===== config.mk =====
export PLATFORM = sky130hd
export DESIGN_NAME = nfc_host_port
export DESIGN_NICKNAME = d
export VERILOG_FILES = /design/src/nfc_host_pkg.sv /design/src/byte_queue.sv /design/src/checksum_unit.sv /design/src/nfc_host_port.sv
export VERILOG_INCLUDE_DIRS = /design/src
export SDC_FILE = /design/constraint.sdc
export NUM_CORES = 1
export LEC_CHECK = 0
export BUFFER_PORTS_ARGS = -buffer_cell sky130_fd_sc_hd__buf_4
export CAP_MARGIN = 25
export CORE_MARGIN = 1
export CORE_UTILIZATION = 30
export CTS_CLUSTER_DIAMETER = 50
export DETAILED_ROUTE_END_ITERATION = 6
export GPL_TIMING_DRIVEN = 0
export PLACE_DENSITY_LB_ADDON = 0.05
export SYNTH_ARGS = -nofsm -noshare
export SYNTH_HDL_FRONTEND = slang
export SYNTH_SLANG_ARGS = --single-unit
export TNS_END_PERCENT = 1

===== constraint.sdc =====
create_clock -name sys_clk -period 6.4 [get_ports sys_clk]
set_input_delay 0.64 -clock sys_clk [delete_from_list [all_inputs] [get_ports sys_clk]]
set_output_delay 0.64 -clock sys_clk [all_outputs]
set_load 0.02 [all_outputs]

===== src/nfc_host_regs.svh =====
`ifndef NFC_HOST_REGS_SVH
`define NFC_HOST_REGS_SVH
// register addresses on the 6-bit host address space
`define ADDR_OVERRUN_STATUS  6'h06
`define ADDR_QUEUE_DATA      6'h09
`define ADDR_QUEUE_LEVEL     6'h0A
`define ADDR_CHECKSUM_CTRL   6'h11
`define ADDR_SERIAL_RATE     6'h1F
`define ADDR_CHECKSUM_HIGH   6'h21
`define ADDR_CHECKSUM_LOW    6'h22
`define ADDR_CHECKSUM_FEED   6'h23
// field positions
`define ADDR_BYTE_READ_BIT   7
`define LEVEL_FLUSH_BIT      7
`define CTRL_RESTART_BIT     7
`define CTRL_ORDER_BIT       2
// reset values and constants
`define SERIAL_RATE_RESET    8'hEB
`define RATE_MANT_OFFSET     13'h0021
`define TWO_WIRE_DEV_ADDR    7'h28
`define CHECKSUM_CTRL_RESET  8'h00
`define CHECKSUM_POLY_MSB    16'h1021
`define CHECKSUM_POLY_LSB    16'h8408
`define CHECKSUM_PRESET_0    16'h0000
`define CHECKSUM_PRESET_1    16'h6363
`define CHECKSUM_PRESET_2    16'hA671
`define CHECKSUM_PRESET_3    16'hFFFF
`endif


===== src/nfc_host_pkg.sv =====
package nfc_host_pkg;
    typedef enum logic [1:0] {
        SER_ADDR = 2'b00,
        SER_DATA = 2'b01,
        SER_SEND = 2'b10
    } serial_state_type;
    typedef enum logic [2:0] {
        TW_IDLE    = 3'b000,
        TW_DEVADDR = 3'b001,
        TW_REGADDR = 3'b010,
        TW_WDATA   = 3'b011,
        TW_RDATA   = 3'b100
    } two_wire_state_type;
endpackage : nfc_host_pkg


===== src/byte_queue.sv =====
`timescale 1ns/1ps
module byte_queue #(
    parameter int WIDTH = 8,
    parameter int DEPTH = 64
) (
    // clock and reset
    input  wire logic                       sys_clk,
    input  wire logic                       reset_n,
    // fill side
    input  wire logic                       push_valid,
    output logic                            push_ready,
    input  wire logic [WIDTH-1:0]           push_data,
    // drain side
    output logic                            pop_valid,
    input  wire logic                       pop_ready,
    output logic      [WIDTH-1:0]           pop_data,
    // control and state
    input  wire logic                       flush,
    output logic      [$clog2(DEPTH):0]     level
);
    localparam int AW = $clog2(DEPTH);
    logic [WIDTH-1:0] mem [DEPTH];
    logic [AW:0]      wr_ptr;
    logic [AW:0]      rd_ptr;
    logic             settled;
    wire              empty     = (wr_ptr == rd_ptr);
    wire              full      = (level == (AW+1)'(DEPTH));
    wire              push_fire = push_valid & push_ready;
    wire              pop_fire  = pop_valid & pop_ready;

    assign level      = wr_ptr - rd_ptr;
    assign push_ready = ~full;
    // read data is registered, so the head is only offered once it has settled
    assign pop_valid  = ~empty & settled;

    always_ff @(posedge sys_clk) begin
        if (push_fire) begin
            mem[wr_ptr[AW-1:0]] <= push_data;
        end
        pop_data <= mem[rd_ptr[AW-1:0]];
    end

    always_ff @(posedge sys_clk) begin
        if (!reset_n || flush) begin
            wr_ptr  <= '0;
            rd_ptr  <= '0;
            settled <= 1'b0;
        end else begin
            wr_ptr  <= wr_ptr + (AW+1)'(push_fire);
            rd_ptr  <= rd_ptr + (AW+1)'(pop_fire);
            settled <= ~(push_fire | pop_fire);
        end
    end
endmodule : byte_queue


===== src/checksum_unit.sv =====
`timescale 1ns/1ps
`include "nfc_host_regs.svh"
module checksum_unit (
    // clock and reset
    input  wire logic        sys_clk,
    input  wire logic        reset_n,
    // control
    input  wire logic        restart,
    input  wire logic [1:0]  start_select,
    input  wire logic        msb_first,
    // data
    input  wire logic        feed,
    input  wire logic [7:0]  feed_data,
    output logic      [15:0] result
);
    function automatic logic [15:0] step_byte(input logic [15:0] c, input logic [7:0] d,
                                              input logic msb);
        logic [15:0] r;
        r = c;
        for (int i = 0; i < 8; i++) begin
            if (msb) begin
                r = (r[15] ^ d[7-i]) ? ({r[14:0], 1'b0} ^ `CHECKSUM_POLY_MSB)
                                     : {r[14:0], 1'b0};
            end else begin
                r = (r[0] ^ d[i]) ? ({1'b0, r[15:1]} ^ `CHECKSUM_POLY_LSB)
                                  : {1'b0, r[15:1]};
            end
        end
        return r;
    endfunction : step_byte

    wire [15:0] preset = (start_select == 2'h0) ? `CHECKSUM_PRESET_0 :
                         (start_select == 2'h1) ? `CHECKSUM_PRESET_1 :
                         (start_select == 2'h2) ? `CHECKSUM_PRESET_2 : `CHECKSUM_PRESET_3;

    always_ff @(posedge sys_clk) begin
        if (!reset_n) begin
            result <= `CHECKSUM_PRESET_0;
        end else if (restart) begin
            result <= preset;
        end else if (feed) begin
            result <= step_byte(result, feed_data, msb_first);
        end
    end
endmodule : checksum_unit


===== src/nfc_host_port.sv =====
`timescale 1ns/1ps
`include "nfc_host_regs.svh"
module nfc_host_port #(
    parameter int QUEUE_DEPTH = 64
) (
    // clock and reset
    input  wire logic       sys_clk,
    input  wire logic       reset_n,
    // interface strap
    input  wire logic       interface_select_strap,
    // serial host link
    input  wire logic       host_serial_in,
    output logic            host_serial_out,
    // two-wire host link
    input  wire logic       two_wire_clock_pin,
    input  wire logic       two_wire_data_in,
    output logic            two_wire_data_out,
    output logic            two_wire_data_oe,
    // internal state machine side of the queue
    input  wire logic       core_push_valid,
    output logic            core_push_ready,
    input  wire logic [7:0] core_push_data,
    output logic            core_pop_valid,
    input  wire logic       core_pop_ready,
    output logic      [7:0] core_pop_data,
    // status
    output logic            two_wire_selected
);
    // ---------------- strap capture
    logic strap_taken;
    always_ff @(posedge sys_clk) begin
        if (!reset_n) begin
            strap_taken       <= 1'b0;
            two_wire_selected <= 1'b0;
        end else if (!strap_taken) begin
            strap_taken       <= 1'b1;
            two_wire_selected <= interface_select_strap;
        end
    end

    // ---------------- shared register access
    logic       ser_wr, ser_rd, tw_wr, tw_rd;
    logic [5:0] ser_addr, tw_addr;
    logic [7:0] ser_wdata, tw_wdata;
    wire        acc_wr    = two_wire_selected ? tw_wr : ser_wr;
    wire        acc_rd    = two_wire_selected ? tw_rd : ser_rd;
    wire  [5:0] acc_addr  = two_wire_selected ? tw_addr : ser_addr;
    wire  [7:0] acc_wdata = two_wire_selected ? tw_wdata : ser_wdata;

    logic [7:0]  serial_rate_setting;
    logic [7:0]  checksum_ctrl;
    logic        queue_overrun_flag;
    logic [15:0] checksum_value;
    logic [$clog2(QUEUE_DEPTH):0] queue_level;
    logic [7:0]  queue_head;
    logic        queue_push_ready;
    logic        queue_pop_valid;

    wire wr_data_reg  = acc_wr & (acc_addr == `ADDR_QUEUE_DATA);
    wire rd_data_reg  = acc_rd & (acc_addr == `ADDR_QUEUE_DATA);
    wire queue_flush  = acc_wr & (acc_addr == `ADDR_QUEUE_LEVEL)
                        & acc_wdata[`LEVEL_FLUSH_BIT];
    wire ck_restart   = acc_wr & (acc_addr == `ADDR_CHECKSUM_CTRL)
                        & acc_wdata[`CTRL_RESTART_BIT];
    wire ck_feed      = acc_wr & (acc_addr == `ADDR_CHECKSUM_FEED);
    // host accesses win over the internal side in the same cycle
    wire q_push_valid = wr_data_reg | core_push_valid;
    wire [7:0] q_push_data = wr_data_reg ? acc_wdata : core_push_data;
    wire q_pop_ready  = rd_data_reg | core_pop_ready;
    assign core_push_ready = queue_push_ready & ~wr_data_reg;
    assign core_pop_valid  = queue_pop_valid & ~rd_data_reg;

    wire [7:0] rd_mux =
        (acc_addr == `ADDR_QUEUE_DATA)     ? queue_head :
        (acc_addr == `ADDR_QUEUE_LEVEL)    ? {1'b0, 7'(queue_level)} :
        (acc_addr == `ADDR_OVERRUN_STATUS) ? {7'h00, queue_overrun_flag} :
        (acc_addr == `ADDR_CHECKSUM_CTRL)  ? {1'b0, checksum_ctrl[6:0]} :
        (acc_addr == `ADDR_SERIAL_RATE)    ? serial_rate_setting :
        (acc_addr == `ADDR_CHECKSUM_HIGH)  ? checksum_value[15:8] :
        (acc_addr == `ADDR_CHECKSUM_LOW)   ? checksum_value[7:0] : 8'h00;

    always_ff @(posedge sys_clk) begin
        if (!reset_n) begin
            serial_rate_setting <= `SERIAL_RATE_RESET;
            checksum_ctrl       <= `CHECKSUM_CTRL_RESET;
            queue_overrun_flag  <= 1'b0;
        end else begin
            if (acc_wr && acc_addr == `ADDR_SERIAL_RATE) begin
                serial_rate_setting <= acc_wdata;
            end
            if (acc_wr && acc_addr == `ADDR_CHECKSUM_CTRL) begin
                checksum_ctrl <= acc_wdata;
            end
            if (queue_flush) begin
                queue_overrun_flag <= 1'b0;
            end else if (wr_data_reg && !queue_push_ready) begin
                queue_overrun_flag <= 1'b1;
            end
        end
    end

    byte_queue #(
        .WIDTH (8),
        .DEPTH (QUEUE_DEPTH)
    ) u_queue (
        .sys_clk    (sys_clk),
        .reset_n    (reset_n),
        .push_valid (q_push_valid),
        .push_ready (queue_push_ready),
        .push_data  (q_push_data),
        .pop_valid  (queue_pop_valid),
        .pop_ready  (q_pop_ready),
        .pop_data   (queue_head),
        .flush      (queue_flush),
        .level      (queue_level)
    );
    assign core_pop_data = queue_head;

    checksum_unit u_checksum (
        .sys_clk      (sys_clk),
        .reset_n      (reset_n),
        .restart      (ck_restart),
        .start_select (checksum_ctrl[1:0]),
        .msb_first    (checksum_ctrl[`CTRL_ORDER_BIT]),
        .feed         (ck_feed),
        .feed_data    (acc_wdata),
        .result       (checksum_value)
    );

    // ---------------- serial bit timing
    function automatic logic [12:0] bit_period(input logic [7:0] rate);
        logic [12:0] base;
        base = {8'h00, rate[4:0]} + `RATE_MANT_OFFSET;
        if (rate[7:5] == 3'h0) begin
            return {8'h00, rate[4:0]} + 13'h0001;
        end
        return base << (rate[7:5] - 3'h1);
    endfunction : bit_period

    // sys_clk is the crystal reference; the period is counted in its cycles
    wire [12:0] period = bit_period(serial_rate_setting);

    // receiver
    logic        rx_q, rx_busy, rx_done;
    logic [3:0]  rx_bit;
    logic [12:0] rx_cnt;
    logic [7:0]  rx_byte;
    always_ff @(posedge sys_clk) begin
        if (!reset_n) begin
            rx_q    <= 1'b1;
            rx_busy <= 1'b0;
            rx_done <= 1'b0;
            rx_bit  <= 4'h0;
            rx_cnt  <= 13'h0000;
            rx_byte <= 8'h00;
        end else begin
            rx_q    <= host_serial_in;
            rx_done <= 1'b0;
            if (!rx_busy) begin
                if (rx_q && !host_serial_in && !two_wire_selected) begin
                    rx_busy <= 1'b1;
                    rx_bit  <= 4'h0;
                    rx_cnt  <= {1'b0, period[12:1]};
                end
            end else if (rx_cnt != 13'h0000) begin
                rx_cnt <= rx_cnt - 13'h0001;
            end else begin
                rx_cnt <= period - 13'h0001;
                rx_bit <= rx_bit + 4'h1;
                if (rx_bit == 4'h0 && host_serial_in) begin
                    rx_busy <= 1'b0; // false start
                end else if (rx_bit == 4'h9) begin
                    rx_busy <= 1'b0;
                    rx_done <= host_serial_in;
                end else if (rx_bit != 4'h0) begin
                    rx_byte <= {host_serial_in, rx_byte[7:1]};
                end
            end
        end
    end

    // transmitter
    logic        tx_load, tx_busy;
    logic [9:0]  tx_sr;
    logic [3:0]  tx_bit;
    logic [12:0] tx_cnt;
    always_ff @(posedge sys_clk) begin
        if (!reset_n) begin
            tx_busy         <= 1'b0;
            tx_sr           <= 10'h3FF;
            tx_bit          <= 4'h0;
            tx_cnt          <= 13'h0000;
            host_serial_out <= 1'b1;
        end else if (tx_load) begin
            tx_busy <= 1'b1;
            tx_sr   <= {1'b1, rd_mux, 1'b0};
            tx_bit  <= 4'h0;
            tx_cnt  <= period - 13'h0001;
        end else if (tx_busy) begin
            host_serial_out <= tx_sr[0];
            if (tx_cnt != 13'h0000) begin
                tx_cnt <= tx_cnt - 13'h0001;
            end else begin
                tx_cnt <= period - 13'h0001;
                tx_sr  <= {1'b1, tx_sr[9:1]};
                tx_bit <= tx_bit + 4'h1;
                tx_busy <= (tx_bit != 4'h9);
            end
        end else begin
            host_serial_out <= 1'b1;
        end
    end

    // serial transaction sequencing
    nfc_host_pkg::serial_state_type ser_state;
    wire ser_is_read = rx_byte[`ADDR_BYTE_READ_BIT];
    assign ser_rd    = (ser_state == nfc_host_pkg::SER_SEND);
    assign tx_load   = ser_rd;
    always_ff @(posedge sys_clk) begin
        if (!reset_n) begin
            ser_state <= nfc_host_pkg::SER_ADDR;
            ser_wr    <= 1'b0;
            ser_addr  <= 6'h00;
            ser_wdata <= 8'h00;
        end else begin
            ser_wr <= 1'b0;
            case (ser_state)
                nfc_host_pkg::SER_ADDR: begin
                    if (rx_done) begin
                        ser_addr  <= rx_byte[5:0];
                        ser_state <= ser_is_read ? nfc_host_pkg::SER_SEND
                                                 : nfc_host_pkg::SER_DATA;
                    end
                end
                nfc_host_pkg::SER_DATA: begin
                    if (rx_done) begin
                        ser_wr    <= 1'b1;
                        ser_wdata <= rx_byte;
                        ser_state <= nfc_host_pkg::SER_ADDR;
                    end
                end
                nfc_host_pkg::SER_SEND: begin
                    ser_state <= nfc_host_pkg::SER_ADDR;
                end
                default: begin
                    ser_state <= nfc_host_pkg::SER_ADDR;
                end
            endcase
        end
    end

    // ---------------- two-wire slave
    nfc_host_pkg::two_wire_state_type tw_state;
    logic       scl_q, sda_q, ack_on, mnack;
    logic [3:0] tw_cnt;
    logic [7:0] tw_sr, tw_tx;
    wire scl_rise = two_wire_clock_pin & ~scl_q;
    wire scl_fall = ~two_wire_clock_pin & scl_q;
    wire tw_start = two_wire_clock_pin & scl_q & sda_q & ~two_wire_data_in;
    wire tw_stop  = two_wire_clock_pin & scl_q & ~sda_q & two_wire_data_in;
    wire tw_recv  = (tw_state != nfc_host_pkg::TW_RDATA) & (tw_state != nfc_host_pkg::TW_IDLE);
    wire addr_hit = (tw_sr[7:1] == `TWO_WIRE_DEV_ADDR);
    wire byte_end = scl_fall & ~ack_on & tw_recv & (tw_cnt == 4'h8);
    wire rd_next  = scl_fall & (tw_state == nfc_host_pkg::TW_RDATA) & (tw_cnt == 4'h9) & ~mnack;

    assign tw_rd = (byte_end & (tw_state == nfc_host_pkg::TW_DEVADDR) & addr_hit & tw_sr[0])
                   | rd_next;
    assign tw_wr = byte_end & (tw_state == nfc_host_pkg::TW_WDATA);
    assign tw_wdata = tw_sr;
    // open drain: only ever pulls low
    assign two_wire_data_out = 1'b0;
    assign two_wire_data_oe  = ack_on | ((tw_state == nfc_host_pkg::TW_RDATA)
                                         & (tw_cnt < 4'h8) & ~tw_tx[7]);

    always_ff @(posedge sys_clk) begin
        if (!reset_n) begin
            scl_q    <= 1'b1;
            sda_q    <= 1'b1;
            tw_state <= nfc_host_pkg::TW_IDLE;
            ack_on   <= 1'b0;
            mnack    <= 1'b0;
            tw_cnt   <= 4'h0;
            tw_sr    <= 8'h00;
            tw_tx    <= 8'hFF;
            tw_addr  <= 6'h00;
        end else begin
            scl_q <= two_wire_clock_pin;
            sda_q <= two_wire_data_in;
            if (!two_wire_selected || tw_stop) begin
                tw_state <= nfc_host_pkg::TW_IDLE;
                ack_on   <= 1'b0;
            end else if (tw_start) begin
                tw_state <= nfc_host_pkg::TW_DEVADDR;
                tw_cnt   <= 4'h0;
                ack_on   <= 1'b0;
            end else if (scl_rise) begin
                if (tw_recv && !ack_on) begin
                    tw_sr  <= {tw_sr[6:0], two_wire_data_in};
                    tw_cnt <= tw_cnt + 4'h1;
                end else if (tw_state == nfc_host_pkg::TW_RDATA) begin
                    if (tw_cnt == 4'h8) begin
                        mnack <= two_wire_data_in;
                    end
                    tw_cnt <= tw_cnt + 4'h1;
                end
            end else if (scl_fall) begin
                if (ack_on) begin
                    ack_on <= 1'b0;
                    tw_cnt <= 4'h0;
                end else if (byte_end) begin
                    tw_cnt <= 4'h0;
                    case (tw_state)
                        nfc_host_pkg::TW_DEVADDR: begin
                            ack_on <= addr_hit;
                            if (!addr_hit) begin
                                tw_state <= nfc_host_pkg::TW_IDLE;
                            end else if (tw_sr[0]) begin
                                tw_state <= nfc_host_pkg::TW_RDATA;
                                tw_tx    <= rd_mux;
                            end else begin
                                tw_state <= nfc_host_pkg::TW_REGADDR;
                            end
                        end
                        nfc_host_pkg::TW_REGADDR: begin
                            ack_on   <= 1'b1;
                            tw_addr  <= tw_sr[5:0];
                            tw_state <= nfc_host_pkg::TW_WDATA;
                        end
                        nfc_host_pkg::TW_WDATA: begin
                            ack_on <= 1'b1;
                        end
                        default: begin
                            tw_state <= nfc_host_pkg::TW_IDLE;
                        end
                    endcase
                end else if (tw_state == nfc_host_pkg::TW_RDATA) begin
                    if (tw_cnt < 4'h8) begin
                        tw_tx <= {tw_tx[6:0], 1'b1};
                    end else if (tw_cnt == 4'h9) begin
                        // master ack fetches the next byte, nack ends the read
                        tw_cnt   <= 4'h0;
                        tw_tx    <= rd_mux;
                        tw_state <= mnack ? nfc_host_pkg::TW_IDLE
                                          : nfc_host_pkg::TW_RDATA;
                    end
                end
            end
        end
    end
endmodule : nfc_host_port


Word-level counts from Yosys, hierarchy flattened
Memories as Yosys holds them, arrays and structs flattened. A register that Yosys moved wholly into a read port is not among the register bits.
Cells that the tools add are included.

word-level totals
  bits in writable memories = 512
  word-level logic and storage cells = 360
  input bits = 16
  flip-flop bits (word level) = 155
  output and inout port bits = 14
  memories = 1

memory list
  name         depth  bits a word  read ports  clocked after memory_dff  wr ports  RTL line          RTL
  u_queue.mem  64     8            1           1                         1         byte_queue.sv:22  logic [WIDTH-1:0] mem [DEPTH];

operators by class
  bitwise operators = 91
  $add $sub $neg = 12
  magnitude comparators = 1
  equality and inequality tests = 39
  multiplexer cells = 126
  reduce and logical (&&, ||, !) cells = 55
  shifts and indexed selects = 1

operator list
  cell                   count
  $mux 16                41
  $mux 13                16
  $mux 8                 16
  $mux 4                 13
  $sub 13x1->13 const B  3
  $and 1x1->1            32
  $mux 9                 3
  $reduce_bool 13->1     2
  $not 2->3              8
  $not 3->3              8
  $mux 1                 22
  $not 1->1              22
  $mux 3                 7
  $reduce_and 7->1       3
  $eq 6x6->1 const B     3
  $ne 2x2->1 const B     8
  $reduce_and 2->1       8
  $xor 1x1->1            16
  $mux 15                1
  $reduce_bool 3->1      5
  $add 7x1->7            2
  $shl 7x3->13           1
  $add 4x1->4 const B    3
  $eq 4x4->1 const B     3
  43 further kinds       79

Longest topological paths before layout
Gate-level depths: netlist (run 1).

  depth after elaboration = 52
  depth in mapped cells = 17
  depth with buffers taken out = 16

By module
From an unflattened synthesis (run 1), not the netlist that was laid out.

second synthesis, totals
  cells, all modules = 2,207
  area total of the unflattened synthesis = 29,899.9 um^2

modules (own cells, without submodules)
  module         seq. area each (um^2)  cells an instance  area an instance (um^2)  instances
  byte_queue     15,835.2               1,076              20,900.0                 1
  nfc_host_port  2,482.4                950                7,521.0                  1
  checksum_unit  320.3                  181                1,478.9                  1

Worst setup path before layout (run 1)
No wires, ideal clock.

  path kind = in2reg
  from = input two_wire_clock_pin
  to = memory u_queue.mem[0][6] (data pin)
  arrival time = 3.687 ns
  cell stages on the path = 11
  setup time = 0.549 ns
  required time = 5.851 ns
  path slack = 2.165 ns
  cell sequence = inv_1 -> ha_1 -> nand2b_1 -> nor2_1 -> nand4_1 -> o21ai_0 -> nor2b_1 -> buf_2 -> buf_1 -> nor2_1 -> a21oi_1

on the way
  cells in the longest elaborated chain, start to end = 9

RTL lines
  element                    RTL line              RTL
  start, declared            nfc_host_port.sv:15   input wire logic two_wire_clock_pin,
  $not 1->1                  nfc_host_port.sv:258  wire scl_fall = ~two_wire_clock_pin & scl_q;
  $and 1x1->1                nfc_host_port.sv:258
  $and 1x1->1 (3 in series)  nfc_host_port.sv:263  wire byte_end = scl_fall & ~ack_on & tw_recv & (tw_cnt == 4'h8);
  $and 1x1->1                nfc_host_port.sv:268  assign tw_wr = byte_end & (tw_state == nfc_host_pkg::TW_WDATA);
  $mux 1                     nfc_host_port.sv:45   wire acc_wr = two_wire_selected ? tw_wr : ser_wr;
  $and 1x1->1                nfc_host_port.sv:59   wire wr_data_reg = acc_wr & (acc_addr == `ADDR_QUEUE_DATA);
  $mux 8                     nfc_host_port.sv:68   wire [7:0] q_push_data = wr_data_reg ? acc_wdata : core_push_data;
  net q_push_data[6]         nfc_host_port.sv:68
  end, declared              byte_queue.sv:22

The timed path passes the listed nets, and every way through them passes these cells.

Worst setup path after layout (run 1)
  from = register u_queue.rd_ptr[1]
  to = memory u_queue.mem[50][5], enable pin

on the way
  cells in the longest elaborated chain, start to end = 6

RTL lines
  element                       RTL line          RTL
  start, declared               byte_queue.sv:24  logic [AW:0] rd_ptr;
  start signal, assigned        byte_queue.sv:50  rd_ptr <= rd_ptr + (AW+1)'(pop_fire);
  $sub 7x7->7                   byte_queue.sv:31  assign level = wr_ptr - rd_ptr;
  $eq 7x7->1                    byte_queue.sv:27  wire full = (level == (AW+1)'(DEPTH));
  $not 1->1                     byte_queue.sv:32  assign push_ready = ~full;
  $and 1x1->1                   byte_queue.sv:28  wire push_fire = push_valid & push_ready;
  $mux 1                        byte_queue.sv:37  if (push_fire) begin
  $mux 1 (implied by the code)  byte_queue.sv:38  mem[wr_ptr[AW-1:0]] <= push_data;

Every way passes these cells.

==> results of run 1 <==
==> logic make-up (layout without fill, tap and decap cells) <==
family                   after synthesis  after routing  share of synthesized area
AO/OA/AOI/OAI                        295            295                     0.0662
XOR/XNOR                              87             87                     0.0285
adder cells (fa/ha/maj)               29             29                     0.0125
buffers and inverters                162            403                     0.0235
flip-flops                           675            675                      0.630
multiplexers                         225            225                      0.150
other                                  1              1                   0.000127
AND/OR/NAND/NOR                      543            543                     0.0896
==> layout make-up <==
cell class | count | share of cell area
buffer | 118 | 0.0150
clock inverter | 69 | 0.0233
sequential | 675 | 0.525
clock buffer | 125 | 0.0778
multi-input combinational | 1180 | 0.292
timing repair buffer | 47 | 0.0179
tap | 1276 | 0.0449
inverter | 44 | 0.00465
==> Yosys cell counts, types with 5 or more instances <==
library cell / instances / area share
buf_2: 29 / 0.0049
o31ai_1: 8 / 0.0020
inv_1: 43 / 0.0055
mux2i_4: 6 / 0.0046
a31oi_1: 8 / 0.0017
buf_1: 16 / 0.0020
xor2_1: 30 / 0.0089
nand3_1: 44 / 0.0074
nor2_1: 217 / 0.028
a311oi_1: 5 / 0.0015
a211oi_1: 15 / 0.0038
nand4_1: 10 / 0.0021
nor4_1: 5 / 0.0011
o2111ai_1: 10 / 0.0030
edfxtp_1: 512 / 0.52
a21oi_1: 85 / 0.014
ha_1: 28 / 0.012
o22ai_1: 10 / 0.0021
mux2i_1: 49 / 0.017
nor3_1: 30 / 0.0051
buf_4: 6 / 0.0015
a22oi_1: 13 / 0.0033
and2_1: 13 / 0.0027
nand3b_1: 8 / 0.0020
or2_2: 5 / 0.0011
o211ai_1: 17 / 0.0043
o21ai_0: 53 / 0.0090
or3_1: 13 / 0.0027
clkbuf_1: 63 / 0.0080
o21ai_1: 13 / 0.0022
dfxtp_1: 163 / 0.11
xnor2_1: 49 / 0.014
o32ai_1: 5 / 0.0015
nor2b_1: 16 / 0.0034
and3_1: 15 / 0.0032
nand2b_1: 19 / 0.0040
xnor2_2: 5 / 0.0027
nor3b_1: 10 / 0.0025
mux4_2: 168 / 0.13
nand2_1: 102 / 0.013
==> path summary, 6_finish.rpt <==
check	start	endpoint	slack, ns
setup reg to reg	u_queue.rd_ptr[1]	u_queue.mem[50][5]	0.65
hold / removal	reset_n	strap_taken	0.08
setup / recovery	u_queue.rd_ptr[1]	u_queue.mem[50][5]	0.65
hold reg to reg	tx_sr[5]	tx_sr[4]	0.47
==> flip-flops by register name, summed over array words and instances, names as in the netlist, 2 cells and up <==
name                 count
checksum_ctrl            7
rx_bit                   4
rx_byte                  8
rx_cnt                  13
ser_addr                 6
ser_state                2
ser_wdata                8
serial_rate_setting      8
tw_addr                  6
tw_cnt                   4
tw_sr                    8
tw_state                 3
tw_tx                    8
tx_bit                   4
tx_cnt                  13
tx_sr                    9
u_checksum.result       16
u_queue.mem            512
u_queue.pop_data         8
u_queue.rd_ptr           7
u_queue.wr_ptr           7
==> through the flow <==
step	std cells	hold slack [ns]
final	3534	0.0847
after global routing	3534	0.0466
after CTS	3533	0.0320
after detailed placement	3339	0.449
after global placement	3321	0.444
after floorplan	2017	0.429
==> cell usage in the layout (no fill, tap or decap), drive strengths merged, types with 31 or more instances in the layout <==
cell type and n:
mux2i 56, buf 102, xor2 31, o21ai 67, mux4 168, edfxtp 512, a21oi 85, clkbuf 188
xnor2 56, dfxtp 163, nand2 104, clkinv 38, nor2 219, nand3 47, inv 57, nor3 33
==> power by group <==
group / internal [mW] / switching, mW / total, mW
clock network: 3.60 / 2.17 / 5.78
registers: 4.74 / 0.0351 / 4.78
logic: 0.202 / 0.341 / 0.543
total: 8.55 / 2.55 / 11.1
==> routing by layer <==
| layer | vias to the layer above | part of all wire | wire, um | track usage |
|---|---|---|---|---|
| met5 | - | 0 | 0 | 0 |
| met4 | 0 | 0.027 | 2420 | 0.0543 |
| met3 | 130 | 0.041 | 3670 | 0.0280 |
| met2 | 434 | 0.49 | 43900 | 0.306 |
| met1 | 9245 | 0.44 | 39600 | 0.241 |
| li1 | 8128 | - | - | - |
==> results.md, run 1 <==
* Status: finished, final reports clean
* Max H-tree Level at 3
* Setup ws final at 0.650 ns
* Worst Skew at 0.0339 ns
* Clk slew on worst S/H paths at 0.05 ns
* Hold WC Path Type: primary input to flip-flop
* Vias in the first global route at 18515
* Worst-Skew Late Latency at 0.68 ns
* Syn Nets at 2062
* Vias at 17937
* Rows at 114
* Antenna fix cells at 0
* Iter 0 DRT Violations at 1460
* Worst Path Buf+Inv at 4
* Seq/Total Area, Yosys at 0.630
* Pwr dens at 312 nW/um^2
* Chip Height at 316 um
* Drt pass-1 iters at 5
* Max frequency at 0.174 GHz
* Dpl cell area at 31900 sq um
* Worst setup SP type: flip-flop
* CTS tree: built
* Via density at 5.08
* Final setup fails at 0
* Final Util at 0.365
* CP max stage delay at 0.85 ns
* Critical path cell sequence: clkbuf_1, clkbuf_1, inv_1, ha_1, nor2b_1, o21ai_0, a21boi_0, o21ai_0, a21boi_0, o2111ai_1, o22a_1, buf_2, nand4b_1, nor2_1
* RSZ-0062 raised after global routing: no
* CP endpoint kind: flip-flop
* Final TNS setup at 0 ns
* Worst-case reg-to-reg path depth at 14
* Max-capacitance violation count at 0
* Fin. max-slew vios at 0
* Routed Wire Length at 89.6 mm
* Layout net count at 2214
* First-pass GRT wire length at 131 mm
* Total GRT Usage at 0.182
* Overall power at 11.1 mW
* Longest Clk Path Bufs at 3
* Die extent in x at 316 um
* Number of routed nets with antenna violations at 0
* Post-synthesis sequential element count at 675
* Max VDD drop at 0.000189 V
* Drc violations at 0
* DP HPWL at 63.3 mm
* Root buf cell: clkbuf_16
* # clock sinks at 675
* Cell depth of the worst hold path at 1
* Resized cells post-CTS at 0
* Multi-input logic area at 10400 sq um
* GP Congestion at 0.842
* GRT overflow at 0
* Slew @ Worst Pin at 1.07 ns
* Die area at 99900 sq um
* Leak at 11.6 nW
* Synth warn at 0
* Synth Flop Type: edfxtp_1
* Core area at 97300 sq um
* Post-Syn Instances at 2017
* Area delta synth->final at 20.0%
* Async SR Flop Fraction at 0
* Fill cells at 9319
* Tmin final at 5.75 ns
* Post-Place Worst Slack at 0.640 ns
* Ports at 30
* Critical path's slowest cell: nor2_1
* Post-CTS setup buffers at 0
* Num CTS Buffers at 103
* Levels on crit path at 14
* Port bufs at 28
* Initial antenna violation count at 6
* Largest net degree at the start of global routing at 37
* Synth unique cells at 97
* Starting Density at 0.304
* Critical Path Fanout Max at 10
* Share of layout cells above drive strength 1 at 0.214
* Hold-fix buffers, CTS at 0
* Post-route cell area at 35500 sq um
* Max_slew headroom at 0.282
* Drt wl/cell at 25.3 um
* Flip-flop and latch area at 18600 sq um
* Worst EP arrival at 6.04 ns
* Worst path top cell family by delay: buffers and inverters
* Period utilization at 0.898
* Average size of a mapped cell at 14.7 sq um
* WS Path Type: flip-flop to flip-flop
* Synthesized area at 29600 sq um
* Hold Violations, Final at 0
* Worst Path Required at 6.69 ns
* Number of flops mapped to enable cells by yosys at 512
Note: power is estimated with default switching activity, not from simulation.
==> run 2, diff against run 1 <==
--- a/config.mk
+++ b/config.mk
@@ -13,7 +13,7 @@
 export CTS_CLUSTER_DIAMETER = 50
 export DETAILED_ROUTE_END_ITERATION = 6
 export GPL_TIMING_DRIVEN = 0
-export PLACE_DENSITY_LB_ADDON = 0.05
+export PLACE_DENSITY = 0.48
 export SYNTH_ARGS = -nofsm -noshare
 export SYNTH_HDL_FRONTEND = slang
 export SYNTH_SLANG_ARGS = --single-unit
==> results.md, run 2 (same netlist as run 1, synthesis figures left out) <==
* Status: finished, final reports clean
* Initial antenna violation count at 4
* Critical Path Fanout Max at 10
* Layout net count at 2203
* Root buf cell: clkbuf_16
* Worst path top cell family by delay: buffers and inverters
* Worst r2r src: u_queue.rd_ptr[1]
* Rows at 114
* Max H-tree Level at 3
* Period utilization at 0.854
* Hold Violations, Final at 0
* Iter 0 DRT Violations at 1619
* Die extent in x at 316 um
* WS Path Type: flip-flop to flip-flop
* Most frequent cells in the layout: 512 x edfxtp_1, 217 x nor2_1, 168 x mux4_2
* Worst EP arrival at 5.75 ns
* Max_slew headroom at 0.311
* Crit path from: u_queue.rd_ptr[1]
* Starting Density at 0.304
* Area delta synth->final at 18.6%
* DP HPWL at 57.1 mm
* Fin. max-slew vios at 0
* CP endpoint kind: flip-flop
* Clk slew on worst S/H paths at 0.06 ns
* Tmin final at 5.47 ns
* CTS tree: built
* GRT overflow at 0
* Port bufs at 28
* Resized cells post-CTS at 0
* RSZ-0062 raised after global routing: no
* Inst Count DP at 3339
* Worst Skew at 0.0471 ns
* Via density at 5.16
* Post-CTS setup buffers at 0
* Commonest non-fill, non-tap cell in the layout: edfxtp_1
* Critical path's slowest cell: nor2_1
* GP Congestion at 0.867
* Leak at 11.4 nW
* # clock sinks at 675
* Share of layout cells above drive strength 1 at 0.204
* Num CTS Buffers at 92
* CP max stage delay at 0.81 ns
* Number of routed nets with antenna violations at 0
* Final setup fails at 0
* Hold WC Path Type: primary input to flip-flop
* Non-Filler Instances at 3509
* Total GRT Usage at 0.165
* First-pass GRT wire length at 121 mm
* Chip Height at 316 um
* Die area at 99900 sq um
* Worst Path Buf+Inv at 4
* Worst setup SP type: flip-flop
* Overall power at 10.6 mW
* Pwr dens at 301 nW/um^2
* Antenna fix cells at 0
* Vias in the first global route at 18108
* Drt pass-1 iters at 5
* Routed Wire Length at 82.0 mm
* Largest net degree at the start of global routing at 37
* Worst Path Required at 6.68 ns
* Core area at 97300 sq um
* Vias at 18092
* Max-capacitance violation count at 0
* Longest Clk Path Bufs at 3
* Number of flip-flops in the largest register at 512
* Drt wl/cell at 23.4 um
* Slew @ Worst Pin at 1.03 ns
* Hold-fix buffers, CTS at 0
* Critical path cell sequence: clkbuf_1, clkbuf_1, inv_1, ha_1, nor2b_1, o21ai_0, a21boi_0, o21ai_0, a21boi_0, o2111ai_1, o22a_1, buf_2, nand4b_1, nor2_1
* Max VDD drop at 0.000274 V
* Ports at 30
* Drc violations at 0
* Worst-Skew Late Latency at 0.67 ns
* Max frequency at 0.183 GHz
* Hold_sp: reset_n
[run 2: area by class of cell]
type / instances / area [sq um]
Multi-Input combinational cell: 1180 / 10400
Buffer: 118 / 532
Timing Repair Buffer: 47 / 632
Clock buffer: 112 / 2410
Clock inverter: 57 / 771
Inverter: 44 / 165
Sequential cell: 675 / 18600
Fill cell: 9259 / 62200
Tap cell: 1276 / 1600
[run 2: worst paths after layout]
check	to	slack, ns	cells past startpoint
setup / recovery	u_queue.mem[55][4]	0.93	14
hold / removal	strap_taken	0.1	1
setup reg to reg	u_queue.mem[55][4]	0.93	14
hold reg to reg	tx_sr[4]	0.46	2
[run 2: where the power goes]
| part | internal [mW] | switching [mW] |
|---|---|---|
| sequential | 4.74 | 0.0337 |
| clock | 3.27 | 2.00 |
| combinational | 0.201 | 0.333 |
[run 2: layer usage]
layer	wire length [um]	track usage	up-vias
met3	4640	0.0256	108
met5	0	0	-
met2	37900	0.260	598
met1	37700	0.234	9297
li1	-	-	8089
met4	1730	0.0460	0
[run 2: metrics by stage]
step | setup slack [ns] | util | instance area [sq um] | hold slack [ns] | TNS, ns
final | 0.935 | 0.361 | 35100 | 0.0999 | 0
after detailed placement | 1.00 | 0.328 | 31900 | 0.446 | 0
after global routing | 0.614 | 0.361 | 35100 | 0.0701 | 0
after global placement | -0.998 | 0.323 | 31400 | 0.441 | -388.46
after floorplan | 2.16 | - | 29600 | 0.429 | 0
after CTS | 0.953 | 0.361 | 35100 | 0.0540 | 0
